## src/design/card_ctl_pkg.sv

```systemverilog
package card_ctl_pkg;

  // clock rate of clk_sys_in
  localparam int CLK_MHZ     = 200;

  // shortest reset pulse that starts a card reset, in ns
  localparam int RST_MIN_NS  = 10000;
  // least time, rounded up to whole cycles
  localparam int RST_MIN_CYC = (RST_MIN_NS * CLK_MHZ + 999) / 1000;

  // card initialization time after reset release, in ns
  localparam int INIT_NS     = 2000000;
  // longest time, rounded down to whole cycles
  localparam int INIT_CYC    = (INIT_NS * CLK_MHZ) / 1000;

  // channels per circuit card and number of cards
  localparam int CH_PER_CARD = 8;
  localparam int NUM_CARDS   = 2;

  // counter widths
  localparam int LO_W        = 16;
  localparam int CNT_W       = 24;

  // reset values
  localparam logic PIN_IDLE_LVL   = 1'b1;
  localparam logic SQ_DIS_RST     = 1'b0;
  localparam logic PEND_RST       = 1'b1;

  // level that an open-drain pin shows while driven
  localparam logic DRIVE_LOW_LVL  = 1'b0;

  // card sequencing states
  typedef enum logic [1:0] {
    CARD_RUN,
    CARD_HOLD,
    CARD_INIT
  } card_state_t;

endpackage

```

## src/design/card_ctl_unit.sv

```systemverilog
`timescale 1ns/100ps
module card_ctl_unit
#(
  parameter int RST_MIN_CYC = card_ctl_pkg::RST_MIN_CYC,
  parameter int INIT_CYC    = card_ctl_pkg::INIT_CYC
)
(
  // clock, enable, reset
  input  wire logic clk_sys_in,
  input  wire logic clk_en_in,
  input  wire logic nrst_in,
  // card reset pin
  input  wire logic card_reset_n_in,
  // management side
  input  wire logic np_read_in,
  input  wire logic flag_read_in,
  input  wire logic event_in,
  // card status
  output logic      card_irq_n_out,
  output logic      card_irq_oe_out,
  output logic      init_pending_flag_out,
  output logic      in_reset_out
);

  localparam int LO_W  = card_ctl_pkg::LO_W;
  localparam int CNT_W = card_ctl_pkg::CNT_W;

  // refuse counts the counters cannot hold
  if (RST_MIN_CYC < 1 || RST_MIN_CYC >= 2**LO_W) begin : g_bad_rst
    $error("reset pulse count out of range");
  end
  if (INIT_CYC < 1 || INIT_CYC >= 2**CNT_W) begin : g_bad_init
    $error("init count out of range");
  end

  localparam logic [LO_W-1:0]  LO_MAX    = LO_W'(RST_MIN_CYC);
  localparam logic [CNT_W-1:0] INIT_LAST = CNT_W'(INIT_CYC - 1);

  logic                      s1_r;          // first sync stage
  logic                      s2_r;          // second sync stage
  logic                      s3_r;          // third sync stage
  logic                      lvl_r;         // filtered pin level
  logic [LO_W-1:0]           lo_cnt_r;      // cycles pin stayed low
  logic [CNT_W-1:0]          init_cnt_r;    // init interval counter
  card_ctl_pkg::card_state_t state_r;       // sequencing state
  card_ctl_pkg::card_state_t state_nxt;
  logic                      done_p;        // init finished this cycle
  logic                      done_irq_r;    // completion irq pending
  logic                      done_irq_nxt;
  logic                      evt_irq_r;     // fault or status irq pending
  logic                      evt_irq_nxt;
  logic                      np_seen_r;     // pending bit read as zero
  logic                      flag_seen_r;   // flag field read
  logic                      irq_oe_r;
  logic                      irq_lvl_r;
  logic                      pend_r;
  logic                      inrst_r;

  // three-stage pin sync, level taken once stages two and three agree
  always_ff @(posedge clk_sys_in or negedge nrst_in)
  begin
    if (!nrst_in)
    begin
      s1_r  <= card_ctl_pkg::PIN_IDLE_LVL;
      s2_r  <= card_ctl_pkg::PIN_IDLE_LVL;
      s3_r  <= card_ctl_pkg::PIN_IDLE_LVL;
      lvl_r <= card_ctl_pkg::PIN_IDLE_LVL;
    end
    else if (clk_en_in)
    begin
      s1_r <= card_reset_n_in;
      s2_r <= s1_r;
      s3_r <= s2_r;
      if (s2_r == s3_r)
        lvl_r <= s3_r;
    end
  end

  // low-time counter, saturates at the minimum pulse
  always_ff @(posedge clk_sys_in or negedge nrst_in)
  begin
    if (!nrst_in)
      lo_cnt_r <= '0;
    else if (clk_en_in)
    begin
      if (lvl_r)
        lo_cnt_r <= '0;
      else if (lo_cnt_r != LO_MAX)
        lo_cnt_r <= lo_cnt_r + 1'b1;
    end
  end

  // sequencing: run, held in reset, initializing
  always_comb
  begin
    state_nxt = state_r;
    done_p    = 1'b0;
    case (state_r)
      card_ctl_pkg::CARD_RUN:
        if (lo_cnt_r == LO_MAX)
          state_nxt = card_ctl_pkg::CARD_HOLD; // RULE1
      card_ctl_pkg::CARD_HOLD:
        if (lvl_r)
          state_nxt = card_ctl_pkg::CARD_INIT; // RULE2
      card_ctl_pkg::CARD_INIT:
        if (lo_cnt_r == LO_MAX)
          state_nxt = card_ctl_pkg::CARD_HOLD;
        else if (init_cnt_r == INIT_LAST)
        begin
          state_nxt = card_ctl_pkg::CARD_RUN;
          done_p    = 1'b1;
        end
      default:
        state_nxt = card_ctl_pkg::CARD_HOLD;
    endcase
  end

  // power-up enters init directly so completion is posted unasked
  always_ff @(posedge clk_sys_in or negedge nrst_in)
  begin
    if (!nrst_in)
    begin
      state_r    <= card_ctl_pkg::CARD_INIT; // RULE5
      init_cnt_r <= '0;
    end
    else if (clk_en_in)
    begin
      state_r <= state_nxt;
      if (state_r == card_ctl_pkg::CARD_INIT && state_nxt == card_ctl_pkg::CARD_INIT)
        init_cnt_r <= init_cnt_r + 1'b1;
      else
        init_cnt_r <= '0;
    end
  end

  // irq sources; a new event beats a clear in the same cycle
  always_comb
  begin
    done_irq_nxt = done_irq_r;
    if (done_irq_r && np_seen_r && flag_seen_r)
      done_irq_nxt = 1'b0; // RULE9
    if (state_nxt != card_ctl_pkg::CARD_RUN)
      done_irq_nxt = 1'b0;
    if (done_p)
      done_irq_nxt = 1'b1; // RULE4
    evt_irq_nxt = evt_irq_r;
    if (flag_read_in)
      evt_irq_nxt = 1'b0;
    if (state_nxt != card_ctl_pkg::CARD_RUN)
      evt_irq_nxt = 1'b0;
    if (event_in && state_r == card_ctl_pkg::CARD_RUN)
      evt_irq_nxt = 1'b1; // RULE7
  end

  // irq state and the host reads that release the completion irq
  always_ff @(posedge clk_sys_in or negedge nrst_in)
  begin
    if (!nrst_in)
    begin
      done_irq_r  <= 1'b0;
      evt_irq_r   <= 1'b0;
      np_seen_r   <= 1'b0;
      flag_seen_r <= 1'b0;
    end
    else if (clk_en_in)
    begin
      done_irq_r <= done_irq_nxt;
      evt_irq_r  <= evt_irq_nxt;
      if (!done_irq_nxt || done_p)
      begin
        np_seen_r   <= 1'b0;
        flag_seen_r <= 1'b0;
      end
      else
      begin
        if (np_read_in)
          np_seen_r <= 1'b1; // RULE9
        if (flag_read_in)
          flag_seen_r <= 1'b1; // RULE9
      end
    end
  end

  // registered outputs; irq stays released while init is pending
  always_ff @(posedge clk_sys_in or negedge nrst_in)
  begin
    if (!nrst_in)
    begin
      irq_oe_r  <= 1'b0;
      irq_lvl_r <= card_ctl_pkg::DRIVE_LOW_LVL;
      pend_r    <= card_ctl_pkg::PEND_RST;
      inrst_r   <= 1'b0;
    end
    else if (clk_en_in)
    begin
      irq_oe_r <= (done_irq_nxt || evt_irq_nxt) &&
                  state_nxt == card_ctl_pkg::CARD_RUN; // RULE17
      pend_r   <= state_nxt != card_ctl_pkg::CARD_RUN; // RULE3
      irq_lvl_r <= card_ctl_pkg::DRIVE_LOW_LVL; // RULE7
      inrst_r  <= state_nxt == card_ctl_pkg::CARD_HOLD;
    end
  end

  assign card_irq_n_out        = irq_lvl_r;
  assign card_irq_oe_out       = irq_oe_r;
  assign init_pending_flag_out = pend_r;
  assign in_reset_out          = inrst_r;

  // full low pulse takes the card into reset
  a_reset_taken: assert property (@(posedge clk_sys_in) disable iff (!nrst_in) // RULE1
    clk_en_in && state_r == card_ctl_pkg::CARD_RUN && lo_cnt_r == LO_MAX
    |=> inrst_r && pend_r && !irq_oe_r)
    else $error("long reset pulse not taken");

  // init timing starts at the release edge
  a_init_from_rise: assert property (@(posedge clk_sys_in) disable iff (!nrst_in) // RULE2
    clk_en_in && state_r == card_ctl_pkg::CARD_HOLD && lvl_r
    |=> state_r == card_ctl_pkg::CARD_INIT && init_cnt_r == '0)
    else $error("init not started on release");

  // completion drives irq with pending cleared
  a_done_irq: assert property (@(posedge clk_sys_in) disable iff (!nrst_in) // RULE4
    clk_en_in && done_p |=> irq_oe_r && !pend_r)
    else $error("completion irq missing");

  // irq never driven while init is pending
  a_irq_quiet_init: assert property (@(posedge clk_sys_in) disable iff (!nrst_in) // RULE17
    pend_r |-> !irq_oe_r)
    else $error("irq driven during init");

  // completion irq held until both reads
  a_hold_until_read: assert property (@(posedge clk_sys_in) disable iff (!nrst_in) // RULE9
    clk_en_in && done_irq_r && !(np_seen_r && flag_seen_r) && lo_cnt_r != LO_MAX
    |=> done_irq_r)
    else $error("irq released before reads");

endmodule // card_ctl_unit

```

## src/design/module_card_reset_irq_squelch.sv

```systemverilog
// Function
// RULE1: long reset pulse resets card to defaults
// RULE2: init interval timed from reset release
// RULE3: host ignores status until completion
// RULE4: completion drives irq, pending bit cleared
// RULE5: power-up posts completion irq unasked
// RULE6: presence pulled low in module, host pulls up
// RULE7: open-drain irq flags fault or status
// RULE8: host reads status to find irq source
// RULE9: irq released after pending and flag reads
// RULE10: loss of signal squelches receive output
// RULE11: squelch keeps impedance, swing below limit
// RULE12: receive squelch on by default, disableable
// RULE13: transmit input loss squelches, sets flag
// RULE14: transmit squelch on by default, disableable
// RULE15: disable for average power, else squelch
// RULE16: per-card reset and irq, one presence
// RULE17: pending held and irq released during init
`timescale 1ns/100ps
module module_card_reset_irq_squelch
#(
  parameter int   CH_PER_CARD = card_ctl_pkg::CH_PER_CARD,
  parameter bit   TX_SQ_IMPL  = 1'b1,
  parameter int   RST_MIN_CYC = card_ctl_pkg::RST_MIN_CYC,
  parameter int   INIT_CYC    = card_ctl_pkg::INIT_CYC
)
(
  // clock, enable, reset
  input  wire logic                      clk_sys_in,
  input  wire logic                      clk_en_in,
  input  wire logic                      nrst_in,
  // card reset pins
  input  wire logic                      lower_card_reset_n_in,
  input  wire logic                      upper_card_reset_n_in,
  // card irq pins, open drain
  output logic                           lower_card_irq_n_out,
  output logic                           lower_card_irq_oe_out,
  output logic                           upper_card_irq_n_out,
  output logic                           upper_card_irq_oe_out,
  // presence pin
  output logic                           module_present_n_out,
  output logic                           module_present_oe_out,
  // management side, index 0 lower card, 1 upper card
  input  wire logic [1:0]                np_read_in,
  input  wire logic [1:0]                flag_read_in,
  input  wire logic [1:0]                card_fault_in,
  input  wire logic [1:0]                cfg_we_in,
  input  wire logic [CH_PER_CARD-1:0]    cfg_rx_sq_dis_in,
  input  wire logic [CH_PER_CARD-1:0]    cfg_tx_sq_dis_in,
  input  wire logic                      tx_off_avg_power_in,
  // status to management
  output logic [1:0]                     init_pending_flag_out,
  output logic [2*CH_PER_CARD-1:0]       tx_input_loss_flag_out,
  // line detectors
  input  wire logic [2*CH_PER_CARD-1:0]  rx_los_in,
  input  wire logic [2*CH_PER_CARD-1:0]  tx_los_in,
  // line controls
  output logic [2*CH_PER_CARD-1:0]       rx_squelch_out,
  output logic [2*CH_PER_CARD-1:0]       tx_squelch_out,
  output logic [2*CH_PER_CARD-1:0]       tx_disable_out
);

  localparam int NCH = 2 * CH_PER_CARD;

  // refuse a channel count the layout cannot serve
  if (CH_PER_CARD < 1 || CH_PER_CARD > 64) begin : g_bad_ch
    $error("channels per card out of range");
  end

  // spread one bit per card over that card's channels
  function automatic logic [NCH-1:0] per_card(input logic [1:0] b);
    per_card = {{CH_PER_CARD{b[1]}}, {CH_PER_CARD{b[0]}}};
  endfunction

  // take a bit once second and third sync stages agree
  function automatic logic [NCH-1:0] agree(input logic [NCH-1:0] s2,
                                           input logic [NCH-1:0] s3,
                                           input logic [NCH-1:0] cur);
    agree = (s2 & s3) | (cur & (s2 | s3));
  endfunction

  logic [1:0]     irq_n;          // card irq levels
  logic [1:0]     irq_oe;         // card irq enables
  logic [1:0]     pend;           // card init pending
  logic [1:0]     in_reset;       // card held in reset
  logic [1:0]     card_evt;       // status events per card
  logic [NCH-1:0] rx_s1_r;        // receive loss sync stages
  logic [NCH-1:0] rx_s2_r;
  logic [NCH-1:0] rx_s3_r;
  logic [NCH-1:0] rx_los_r;       // filtered receive loss
  logic [NCH-1:0] tx_s1_r;        // transmit input loss sync stages
  logic [NCH-1:0] tx_s2_r;
  logic [NCH-1:0] tx_s3_r;
  logic [NCH-1:0] tx_los_r;       // filtered transmit input loss
  logic [NCH-1:0] rx_dis_r;       // receive squelch disable settings
  logic [NCH-1:0] tx_dis_r;       // transmit squelch disable settings
  logic [NCH-1:0] flag_r;         // transmit input-loss flags
  logic [NCH-1:0] flag_set;
  logic [NCH-1:0] flag_nxt;
  logic [NCH-1:0] tx_off;         // channels whose transmitter goes off
  logic [NCH-1:0] rx_sq_r;
  logic [NCH-1:0] tx_sq_r;
  logic [NCH-1:0] tx_dis_out_r;
  logic           pres_n_r;
  logic           pres_oe_r;

  // one sequencer per card, each with its own reset and irq
  card_ctl_unit
  #(
    .RST_MIN_CYC (RST_MIN_CYC),
    .INIT_CYC    (INIT_CYC)
  )
  u_lower_card
  (
    .clk_sys_in            (clk_sys_in),
    .clk_en_in             (clk_en_in),
    .nrst_in               (nrst_in),
    .card_reset_n_in       (lower_card_reset_n_in), // RULE16
    .np_read_in            (np_read_in[0]),
    .flag_read_in          (flag_read_in[0]),
    .event_in              (card_evt[0]),
    .card_irq_n_out        (irq_n[0]),
    .card_irq_oe_out       (irq_oe[0]),
    .init_pending_flag_out (pend[0]),
    .in_reset_out          (in_reset[0])
  );

  card_ctl_unit
  #(
    .RST_MIN_CYC (RST_MIN_CYC),
    .INIT_CYC    (INIT_CYC)
  )
  u_upper_card
  (
    .clk_sys_in            (clk_sys_in),
    .clk_en_in             (clk_en_in),
    .nrst_in               (nrst_in),
    .card_reset_n_in       (upper_card_reset_n_in), // RULE16
    .np_read_in            (np_read_in[1]),
    .flag_read_in          (flag_read_in[1]),
    .event_in              (card_evt[1]),
    .card_irq_n_out        (irq_n[1]),
    .card_irq_oe_out       (irq_oe[1]),
    .init_pending_flag_out (pend[1]),
    .in_reset_out          (in_reset[1])
  );

  // detector sync, three stages on every channel
  always_ff @(posedge clk_sys_in or negedge nrst_in)
  begin
    if (!nrst_in)
    begin
      rx_s1_r  <= '0;
      rx_s2_r  <= '0;
      rx_s3_r  <= '0;
      rx_los_r <= '0;
      tx_s1_r  <= '0;
      tx_s2_r  <= '0;
      tx_s3_r  <= '0;
      tx_los_r <= '0;
    end
    else if (clk_en_in)
    begin
      rx_s1_r  <= rx_los_in;
      rx_s2_r  <= rx_s1_r;
      rx_s3_r  <= rx_s2_r;
      rx_los_r <= agree(rx_s2_r, rx_s3_r, rx_los_r);
      tx_s1_r  <= tx_los_in;
      tx_s2_r  <= tx_s1_r;
      tx_s3_r  <= tx_s2_r;
      tx_los_r <= agree(tx_s2_r, tx_s3_r, tx_los_r);
    end
  end

  // squelch disable settings; card reset restores the default
  always_ff @(posedge clk_sys_in or negedge nrst_in)
  begin
    if (!nrst_in)
    begin
      rx_dis_r <= {NCH{card_ctl_pkg::SQ_DIS_RST}};
      tx_dis_r <= {NCH{card_ctl_pkg::SQ_DIS_RST}};
    end
    else if (clk_en_in)
    begin
      for (int c = 0; c < 2; c++)
      begin
        if (in_reset[c])
        begin
          // defaults keep squelch active
          rx_dis_r[c*CH_PER_CARD +: CH_PER_CARD] <= {CH_PER_CARD{card_ctl_pkg::SQ_DIS_RST}}; // RULE1
          tx_dis_r[c*CH_PER_CARD +: CH_PER_CARD] <= {CH_PER_CARD{card_ctl_pkg::SQ_DIS_RST}}; // RULE1
        end
        else if (cfg_we_in[c])
        begin
          rx_dis_r[c*CH_PER_CARD +: CH_PER_CARD] <= cfg_rx_sq_dis_in; // RULE12
          tx_dis_r[c*CH_PER_CARD +: CH_PER_CARD] <= cfg_tx_sq_dis_in; // RULE14
        end
      end
    end
  end

  // input-loss flags: flag read and card reset clear, set wins over both
  always_comb
  begin
    flag_set = tx_los_r & {NCH{TX_SQ_IMPL}}; // RULE13
    flag_nxt = (flag_r & ~per_card(flag_read_in) & ~per_card(in_reset)) | flag_set; // RULE8
    tx_off   = tx_los_r & ~tx_dis_r & {NCH{TX_SQ_IMPL}}; // RULE13
    for (int c = 0; c < 2; c++)
      card_evt[c] = card_fault_in[c] |
                    (|(flag_set[c*CH_PER_CARD +: CH_PER_CARD] &
                       ~flag_r[c*CH_PER_CARD +: CH_PER_CARD])); // RULE7
  end

  // flag register
  always_ff @(posedge clk_sys_in or negedge nrst_in)
  begin
    if (!nrst_in)
      flag_r <= '0;
    else if (clk_en_in)
      flag_r <= flag_nxt;
  end

  // line controls; squelch mutes swing, termination left untouched
  always_ff @(posedge clk_sys_in or negedge nrst_in)
  begin
    if (!nrst_in)
    begin
      rx_sq_r      <= '0;
      tx_sq_r      <= '0;
      tx_dis_out_r <= '0;
    end
    else if (clk_en_in)
    begin
      rx_sq_r      <= rx_los_r & ~rx_dis_r; // RULE10 RULE11
      // average-power links get a full disable, amplitude links a squelch
      tx_dis_out_r <= tx_off & {NCH{tx_off_avg_power_in}}; // RULE15
      tx_sq_r      <= tx_off & {NCH{!tx_off_avg_power_in}}; // RULE15
    end
  end

  // presence is driven low from reset onward
  always_ff @(posedge clk_sys_in or negedge nrst_in)
  begin
    if (!nrst_in)
    begin
      pres_n_r  <= card_ctl_pkg::DRIVE_LOW_LVL; // RULE6
      pres_oe_r <= 1'b1; // RULE6
    end
    else if (clk_en_in)
    begin
      pres_n_r  <= card_ctl_pkg::DRIVE_LOW_LVL; // RULE6
      pres_oe_r <= 1'b1; // RULE6
    end
  end

  // outputs, each straight from a flip-flop
  assign lower_card_irq_n_out   = irq_n[0];
  assign lower_card_irq_oe_out  = irq_oe[0];
  assign upper_card_irq_n_out   = irq_n[1];
  assign upper_card_irq_oe_out  = irq_oe[1];
  assign module_present_n_out   = pres_n_r;
  assign module_present_oe_out  = pres_oe_r;
  assign init_pending_flag_out  = pend;
  assign tx_input_loss_flag_out = flag_r;
  assign rx_squelch_out         = rx_sq_r;
  assign tx_squelch_out         = tx_sq_r;
  assign tx_disable_out         = tx_dis_out_r;

  // loss on an enabled receive channel squelches it
  a_rx_squelch_los: assert property (@(posedge clk_sys_in) disable iff (!nrst_in) // RULE10
    clk_en_in && |(rx_los_r & ~rx_dis_r)
    |=> (rx_squelch_out & $past(rx_los_r & ~rx_dis_r)) == $past(rx_los_r & ~rx_dis_r))
    else $error("receive loss not squelched");

  // a receive channel with squelch disabled is never squelched
  a_rx_sq_disabled: assert property (@(posedge clk_sys_in) disable iff (!nrst_in) // RULE12
    clk_en_in |=> (rx_squelch_out & $past(rx_dis_r)) == '0)
    else $error("disabled receive squelch acted");

  // lower card reset returns its squelch disables to default
  a_sq_default: assert property (@(posedge clk_sys_in) disable iff (!nrst_in) // RULE12
    clk_en_in && in_reset[0]
    |=> rx_dis_r[CH_PER_CARD-1:0] == '0 && tx_dis_r[CH_PER_CARD-1:0] == '0)
    else $error("squelch default not restored");

  // transmit loss sets flag and turns channel off
  a_tx_loss_flag: assert property (@(posedge clk_sys_in) disable iff (!nrst_in) // RULE13
    clk_en_in && |tx_off
    |=> (|(flag_r & (tx_squelch_out | tx_disable_out))))
    else $error("transmit loss not handled");

  // disabled channels never go off
  a_tx_sq_off: assert property (@(posedge clk_sys_in) disable iff (!nrst_in) // RULE14
    ((tx_squelch_out | tx_disable_out) & $past(tx_dis_r) & $past({NCH{clk_en_in}})) == '0)
    else $error("disabled transmit squelch acted");

  // squelch and disable exclusive per channel
  a_tx_mode_excl: assert property (@(posedge clk_sys_in) disable iff (!nrst_in) // RULE15
    (tx_squelch_out & tx_disable_out) == '0)
    else $error("transmit squelch and disable together");

  // presence always driven low
  a_present_low: assert property (@(posedge clk_sys_in) disable iff (!nrst_in) // RULE6
    module_present_oe_out && !module_present_n_out)
    else $error("presence not driven low");

  // a new flag is not lost to a read in the same cycle
  a_flag_set_wins: assert property (@(posedge clk_sys_in) disable iff (!nrst_in) // RULE13
    clk_en_in && |(flag_set & per_card(flag_read_in))
    |=> (flag_r & $past(flag_set)) == $past(flag_set))
    else $error("flag lost to read");

  // a flag read clears that card's flags whose loss has gone
  a_flag_read_clear: assert property (@(posedge clk_sys_in) disable iff (!nrst_in) // RULE13
    clk_en_in && |flag_read_in
    |=> (tx_input_loss_flag_out & $past(per_card(flag_read_in) & ~flag_set)) == '0)
    else $error("flag not cleared by read");

endmodule // module_card_reset_irq_squelch

```

## config.mk

```make
export PLATFORM = sky130hd
export DESIGN_NAME = module_card_reset_irq_squelch
export DESIGN_NICKNAME = d
export VERILOG_FILES = /design/src/design/card_ctl_pkg.sv /design/src/design/card_ctl_unit.sv /design/src/design/module_card_reset_irq_squelch.sv
export SDC_FILE = /design/constraint.sdc
export NUM_CORES = 1
export LEC_CHECK = 0
export ABC_AREA = 1
export BUFFER_PORTS_ARGS = -buffer_cell sky130_fd_sc_hd__buf_2
export CAP_MARGIN = 20
export CORE_ASPECT_RATIO = 1.75
export CORE_MARGIN = 8
export CORE_UTILIZATION = 40
export DETAILED_ROUTE_END_ITERATION = 8
export GPL_TIMING_DRIVEN = 1
export SLEW_MARGIN = 20
export SYNTH_ARGS = -nofsm -noshare
export SYNTH_HDL_FRONTEND = slang
export SYNTH_SLANG_ARGS = --single-unit
```

## constraint.sdc

```tcl
create_clock -name clk_sys_in -period 1.7 [get_ports clk_sys_in]
set_input_delay 0.34 -clock clk_sys_in [delete_from_list [all_inputs] [get_ports clk_sys_in]]
set_output_delay 0.34 -clock clk_sys_in [all_outputs]
set_load 0.01 [all_outputs]
```

-- Word level (Yosys, flattened, before mapping)
Index checks and enable logic that the tools add are counted.
- add/sub/neg operators: 4
- order comparisons: 0
- muxes and demuxes: 50
- multiply operators: 0
- eq/ne operators: 16
- divide/modulo/power cells: 0
- shift operators: 0
- reductions and logical operators: 43
- bitwise operators: 25
- operators by type and width (kind ; number):
    $and 16x16->16 ; 10
    $or 16x16->16 ; 5
    $mux 16 ; 4
    $mux 8 ; 8
    $not 16->16 ; 4
    $add 24x1->24 const B ; 2
    $eq 24x19->1 const B ; 2
    $mux 24 ; 2
    $add 16x1->16 const B ; 2
    $eq 16x11->1 const B ; 2
    $ne 16x11->1 const B ; 2
    $mux 1 ; 26
    $reduce_and 2->1 ; 10
    $reduce_bool 2->1 ; 10
    $and 8x8->8 ; 2
    $mux 2 ; 8
    $not 8->8 ; 2
    $reduce_or 8->1 ; 2
    $pmux 2 s3 ; 2
    $logic_and 1x1->1 ; 10
    $eq 2x1->1 const B ; 4
    $eq 2x2->1 const B ; 4
    $logic_not 2->1 ; 4
    $logic_or 1x1->1 ; 4
    3 further kinds ; 7
- bits in registers: 330
- output and inout bits: 72
- word-level logic and storage cells: 182
- memories kept: 0
- latch bits: 0
- ROM bits: 0
- memory bits (writable): 0

-- Depth between registers and ports, before layout
- word-level depth: 11
- depth in mapped cells: 12
- depth with buffers taken out: 12

-- Cells and area by module
Synthesis repeated with hierarchy kept, for this count alone.
- cell total of the unflattened synthesis: 1811
- area total of the unflattened synthesis: 15207.1 µm²
- by module, submodules not included (module ; times used ; area an instance (µm²) ; cells each ; seq. area each (µm²)):
    module_card_reset_irq_squelch ; 1 ; 8909.8 ; 974 ; 5605.4
    card_ctl_unit at u_upper_card ; 1 ; 3155.5 ; 425 ; 1333.8
    card_ctl_unit at u_lower_card ; 1 ; 3141.8 ; 412 ; 1333.8

-- Least setup slack after synthesis
OpenSTA, ideal clock, no wires.
- path kind: register to register
- start: reg u_upper_card.init_cnt_r[0]
- end: reg u_upper_card.init_cnt_r[20]
- arrival: 1426 ps
- clock period less this slack: 1550 ps
- path slack: 150 ps
- setup time: 123 ps
- cell stages (with the launch flop): 11
- cells stage by stage: dfrtp_1 > ha_1 > nand3_1 > nor2_1 > nand2_1 > nor2_2 > nand4_1 > nor2_1 > nand2_1 > o21ai_0 > a21oi_1
- word-level cells in the longest chain between the ends: 7
- elaborated cells between the ends (all ways): 8
- those cells by class: 1 x add/sub; 2 x eq/ne; 4 x mux; 1 x reduce/logical
- ends and longest elaborated chain (what ; RTL line ; source):
    from (decl) ; card_ctl_unit.sv:44 ; logic [CNT_W-1:0] init_cnt_r;
    from (signal assigned) ; card_ctl_unit.sv:130 ; init_cnt_r <= init_cnt_r + 1'b1;
    $eq 24x19->1 ; card_ctl_unit.sv:108 ; else if (init_cnt_r == INIT_LAST)
    $mux 2 ; card_ctl_unit.sv:108 ;
    $mux 2 ; card_ctl_unit.sv:106 ; if (lo_cnt_r == LO_MAX)
    $pmux 2 s3 ; card_ctl_unit.sv:98 ; case (state_r)
    $eq 2x2->1 ; card_ctl_unit.sv:129 ; if (state_r == card_ctl_pkg::CARD_INIT && state_nxt == card_ctl_pkg::CARD_INIT)
    $logic_and 1x1->1 ; card_ctl_unit.sv:129 ;
    $mux 24 (*) ; card_ctl_unit.sv:129 ;
Every way passes the cells marked *; elsewhere a longest branch is shown, timed or not.
A chain may end at the register's enable or synchronous reset.

-- Worst setup path after layout
- start: reg u_upper_card.init_cnt_r[1]
- end: reg u_upper_card.init_cnt_r[20]
Same word-level chain as after synthesis.

==> results.cfg <==
[cells_and_area]
seq_area_mm2 = 0.00827
nets = 1993
nFillCells = 3445
top_regs = u_lower_card.init_cnt_r: 24 flops, u_upper_card.init_cnt_r: 24 flops
layout-drive-gt1-share_pct = 21.1
n_antenna_cell = 0
syn_to_final_growth_pct = 26.0
multi_input_area_mm2 = 0.00559
final_core_util_pct = 51.0

[routing]
viasPerCell = 4.93
drt-pass1-iter-count = 5
routed_wl_um = 37500
drtIter0Drc = 624
drcViolationCount = 0
vias = 11900
post_drt_wl_per_cell_um = 15.5
antenna_left = 0

[global_routing]
grt-ovfl-total = 0
grt_max_degree = 67
use_met3_pct = 2.39
gr-usage-met1_pct = 20.0
first_global_vias = 12200
grt_pass1_wl_um = 61500
grtUsageMet2_pct = 32.7
antenna_found_initial = 1
grtUsageTotal_pct = 17.5
top_usage_layer = met2

[timing]
rsz0062_at_grt = true
fmaxAchievable_mhz = 585
finalSetupViolCount = 1
fin_skew_ns = 0.00795
finalMaxSlewViolations = 0
fin_crit_sh_pct = 101
hold_viol_final = 0
tightest_slew_ns = 0.579
post-route-min-period_ns = 1.71
maxSlewHeadroom_pct = 61.4
setup_slack_ns = -0.0106

[outcome]
status = complete, but fails checks
violations = setup timing

[setup_path]
startpoint_type = flip-flop
crit_type = reg2reg
arrival_ns = 2.17
required_ns = 2.16
path_max_fanout = 3
cp-end-kind = flip-flop

[clocking]
clockRootBuffer = clkbuf_16
clockBufferDepth = 3
clk_latency_ns = 0.57
cts_sinks = 330
cts_tree = done
htree_levels = 1
cts_buffers = 31
path_clk_slew_ns = 0.06

[logic_synthesis]
seq_area_frac_synth_pct = 57.0
synthArstFlopShare_pct = 100
synth_area_mm2 = 0.0145
synth_edf_count = 0
syn_inst = 1675
yosysUniqueCellTypes = 44
synthFlopType = dfrtp_1
ys_ff_latch = 330
yosysWarnings = 0
syn_avg_cell_area_um2 = 8.67

[die]
fp.dieH_um = 268
rows = 92
die_area_mm2 = 0.0429
initial_utilization_pct = 40.4
die_x_um = 160
core_mm2 = 0.0359
io_pins = 134

[min_path]
worstHoldPathType = in2reg

[pwr]
power.total_mw = 21.4
max-vdd-ir-drop_mv = 0.910
pwr_density_cell_mw_per_mm2 = 1170
cellLeakagePower_nw = 9.08

[placement]
place_ws_ns = -0.0778
hpwl_um = 27500
portBuffers = 129
gp_congestion = 0.822

[job]
drv_cap = 0
## path summary, 6_finish.rpt
check                                      startpoint                           to  slack [ns]  depth (start not counted)
setup / recovery           u_upper_card.init_cnt_r[1]  u_upper_card.init_cnt_r[20]       -0.01                         10
hold reg to reg                           rx_dis_r[8]            rx_squelch_out[8]        0.47                          1
setup reg to reg           u_upper_card.init_cnt_r[1]  u_upper_card.init_cnt_r[20]       -0.01                         10
min in group asynchronous                     nrst_in                   tx_s1_r[7]        0.25                          2
max in group asynchronous                     nrst_in      u_lower_card.state_r[1]        0.76                          3
hold / removal                          np_read_in[1]       u_upper_card.np_seen_r        0.06                          3
## power by group
group,total (mW),switching (mW),leakage (nW),internal (mW)
registers,9.91,0.880,4.24,9.03
logic,3.91,2.30,4.29,1.60
clock network,7.60,3.06,0.556,4.54
## area by class of cell
type / instances / area share (%)
Sequential cell: 330 / 45.2
Timing Repair Buffer: 278 / 11.1
Multi-Input combinational cell: 1103 / 30.6
Clock buffer: 43 / 5.03
Clock inverter: 14 / 1.16
Inverter: 181 / 3.75
Tap cell: 470 / 3.21
## stage by stage
step / instance area (um^2) / TNS [ns] / hold slack, ns / instances
3_5_place_dp: 16300 / -0.621 / 0.255 / 2307
3_3_place_gp: 16300 / -0.275 / 0.254 / 2307
4_1_cts: 17900 / 0 / 0.0397 / 2403
2_1_floorplan: 14500 / 0 / 0.0444 / 1677
5_1_grt: 18300 / -1.75 / 0.0493 / 2419
6_report: 18300 / -0.0106 / 0.0624 / 2419
## cell usage in the layout (no fill, tap or decap), types with 8 or more instances in the layout
cell type / count
a21oi_1: 22
buf_12: 10
buf_2: 127
buf_4: 99
clkbuf_16: 32
clkbuf_8: 10
dfrtp_1: 317
dfstp_2: 12
dlygate4sd3_1: 35
inv_1: 162
inv_2: 17
nand2_1: 424
nand2_2: 10
nand3_1: 60
nand3_2: 8
nand4_1: 29
nor2_1: 191
nor2_2: 11
nor2_4: 10
nor3_1: 22
o211ai_1: 31
o21ai_0: 123
o21ai_1: 21
o22ai_1: 25
o31ai_1: 23
xnor2_1: 11
xor2_1: 22
## worst max-delay path: stages (launching register included)
cell and delay, ns:
dfrtp_1 0.38, ha_2 0.20, nand3_2 0.09, nor2_2 0.14, nand2_2 0.10, nor2_4 0.12, nand4_1 0.13, nor2_2 0.16
nand2_2 0.09, o21ai_2 0.15, a21oi_2 0.04
## cells in the mapped netlist, types with 3 or more instances
library cell / number / area share (%)
nor2_1: 202 / 5.2
nor2_4: 3 / 0.23
ha_1: 6 / 0.52
inv_2: 10 / 0.26
nor3_2: 3 / 0.21
o211ai_1: 31 / 1.6
o22ai_1: 25 / 1.1
or2_2: 4 / 0.17
nand2_1: 428 / 11
o31ai_1: 24 / 1.2
nor2_2: 7 / 0.30
nor3b_1: 4 / 0.21
o21ai_0: 133 / 4.6
nor3_1: 29 / 1.0
o21ai_1: 13 / 0.45
dfrtp_1: 318 / 55
xnor2_1: 11 / 0.66
a21oi_1: 25 / 0.86
nand4_1: 29 / 1.2
dfstp_2: 12 / 2.2
buf_1: 4 / 0.10
inv_1: 171 / 4.4
buf_4: 9 / 0.47
buf_6: 3 / 0.23
xor2_1: 22 / 1.3
nand2_2: 10 / 0.43
clkbuf_1: 29 / 0.75
nand3_1: 69 / 2.4
buf_2: 18 / 0.62
## cells by family (layout without fill, tap and decap cells)
logic type / after synthesis / count (layout) / share of synthesized area (%)
XOR/XNOR: 33 / 33 / 1.99
adder cells (fa/ha/maj): 6 / 6 / 0.517
AND/OR/NAND/NOR: 799 / 799 / 23.2
flip-flops: 330 / 330 / 57.0
other: 2 / 4 / 0.0517
AO/OA/AOI/OAI: 261 / 261 / 10.5
buffers and inverters: 244 / 516 / 6.85
## timing repair
item | CTS | global route
hold endpoints to repair | 101 | 0
setup endpoints to repair | 15 | 73
hold buffers | 35 | 0
resized for setup | 15 | 78
buffers inserted | 4 | 15
pin swaps | 5 | 23
cloned | 0 | 1
## metal layers
metal	vias to the layer above	part of all wire, %	wire length (um)
li1	5891	-	-
met1	5737	39	14700
met2	215	54	20200
met3	75	3.7	1370
met4	0	3.3	1230
met5	-	0	0
Note: power is estimated with default switching activity, not from simulation.
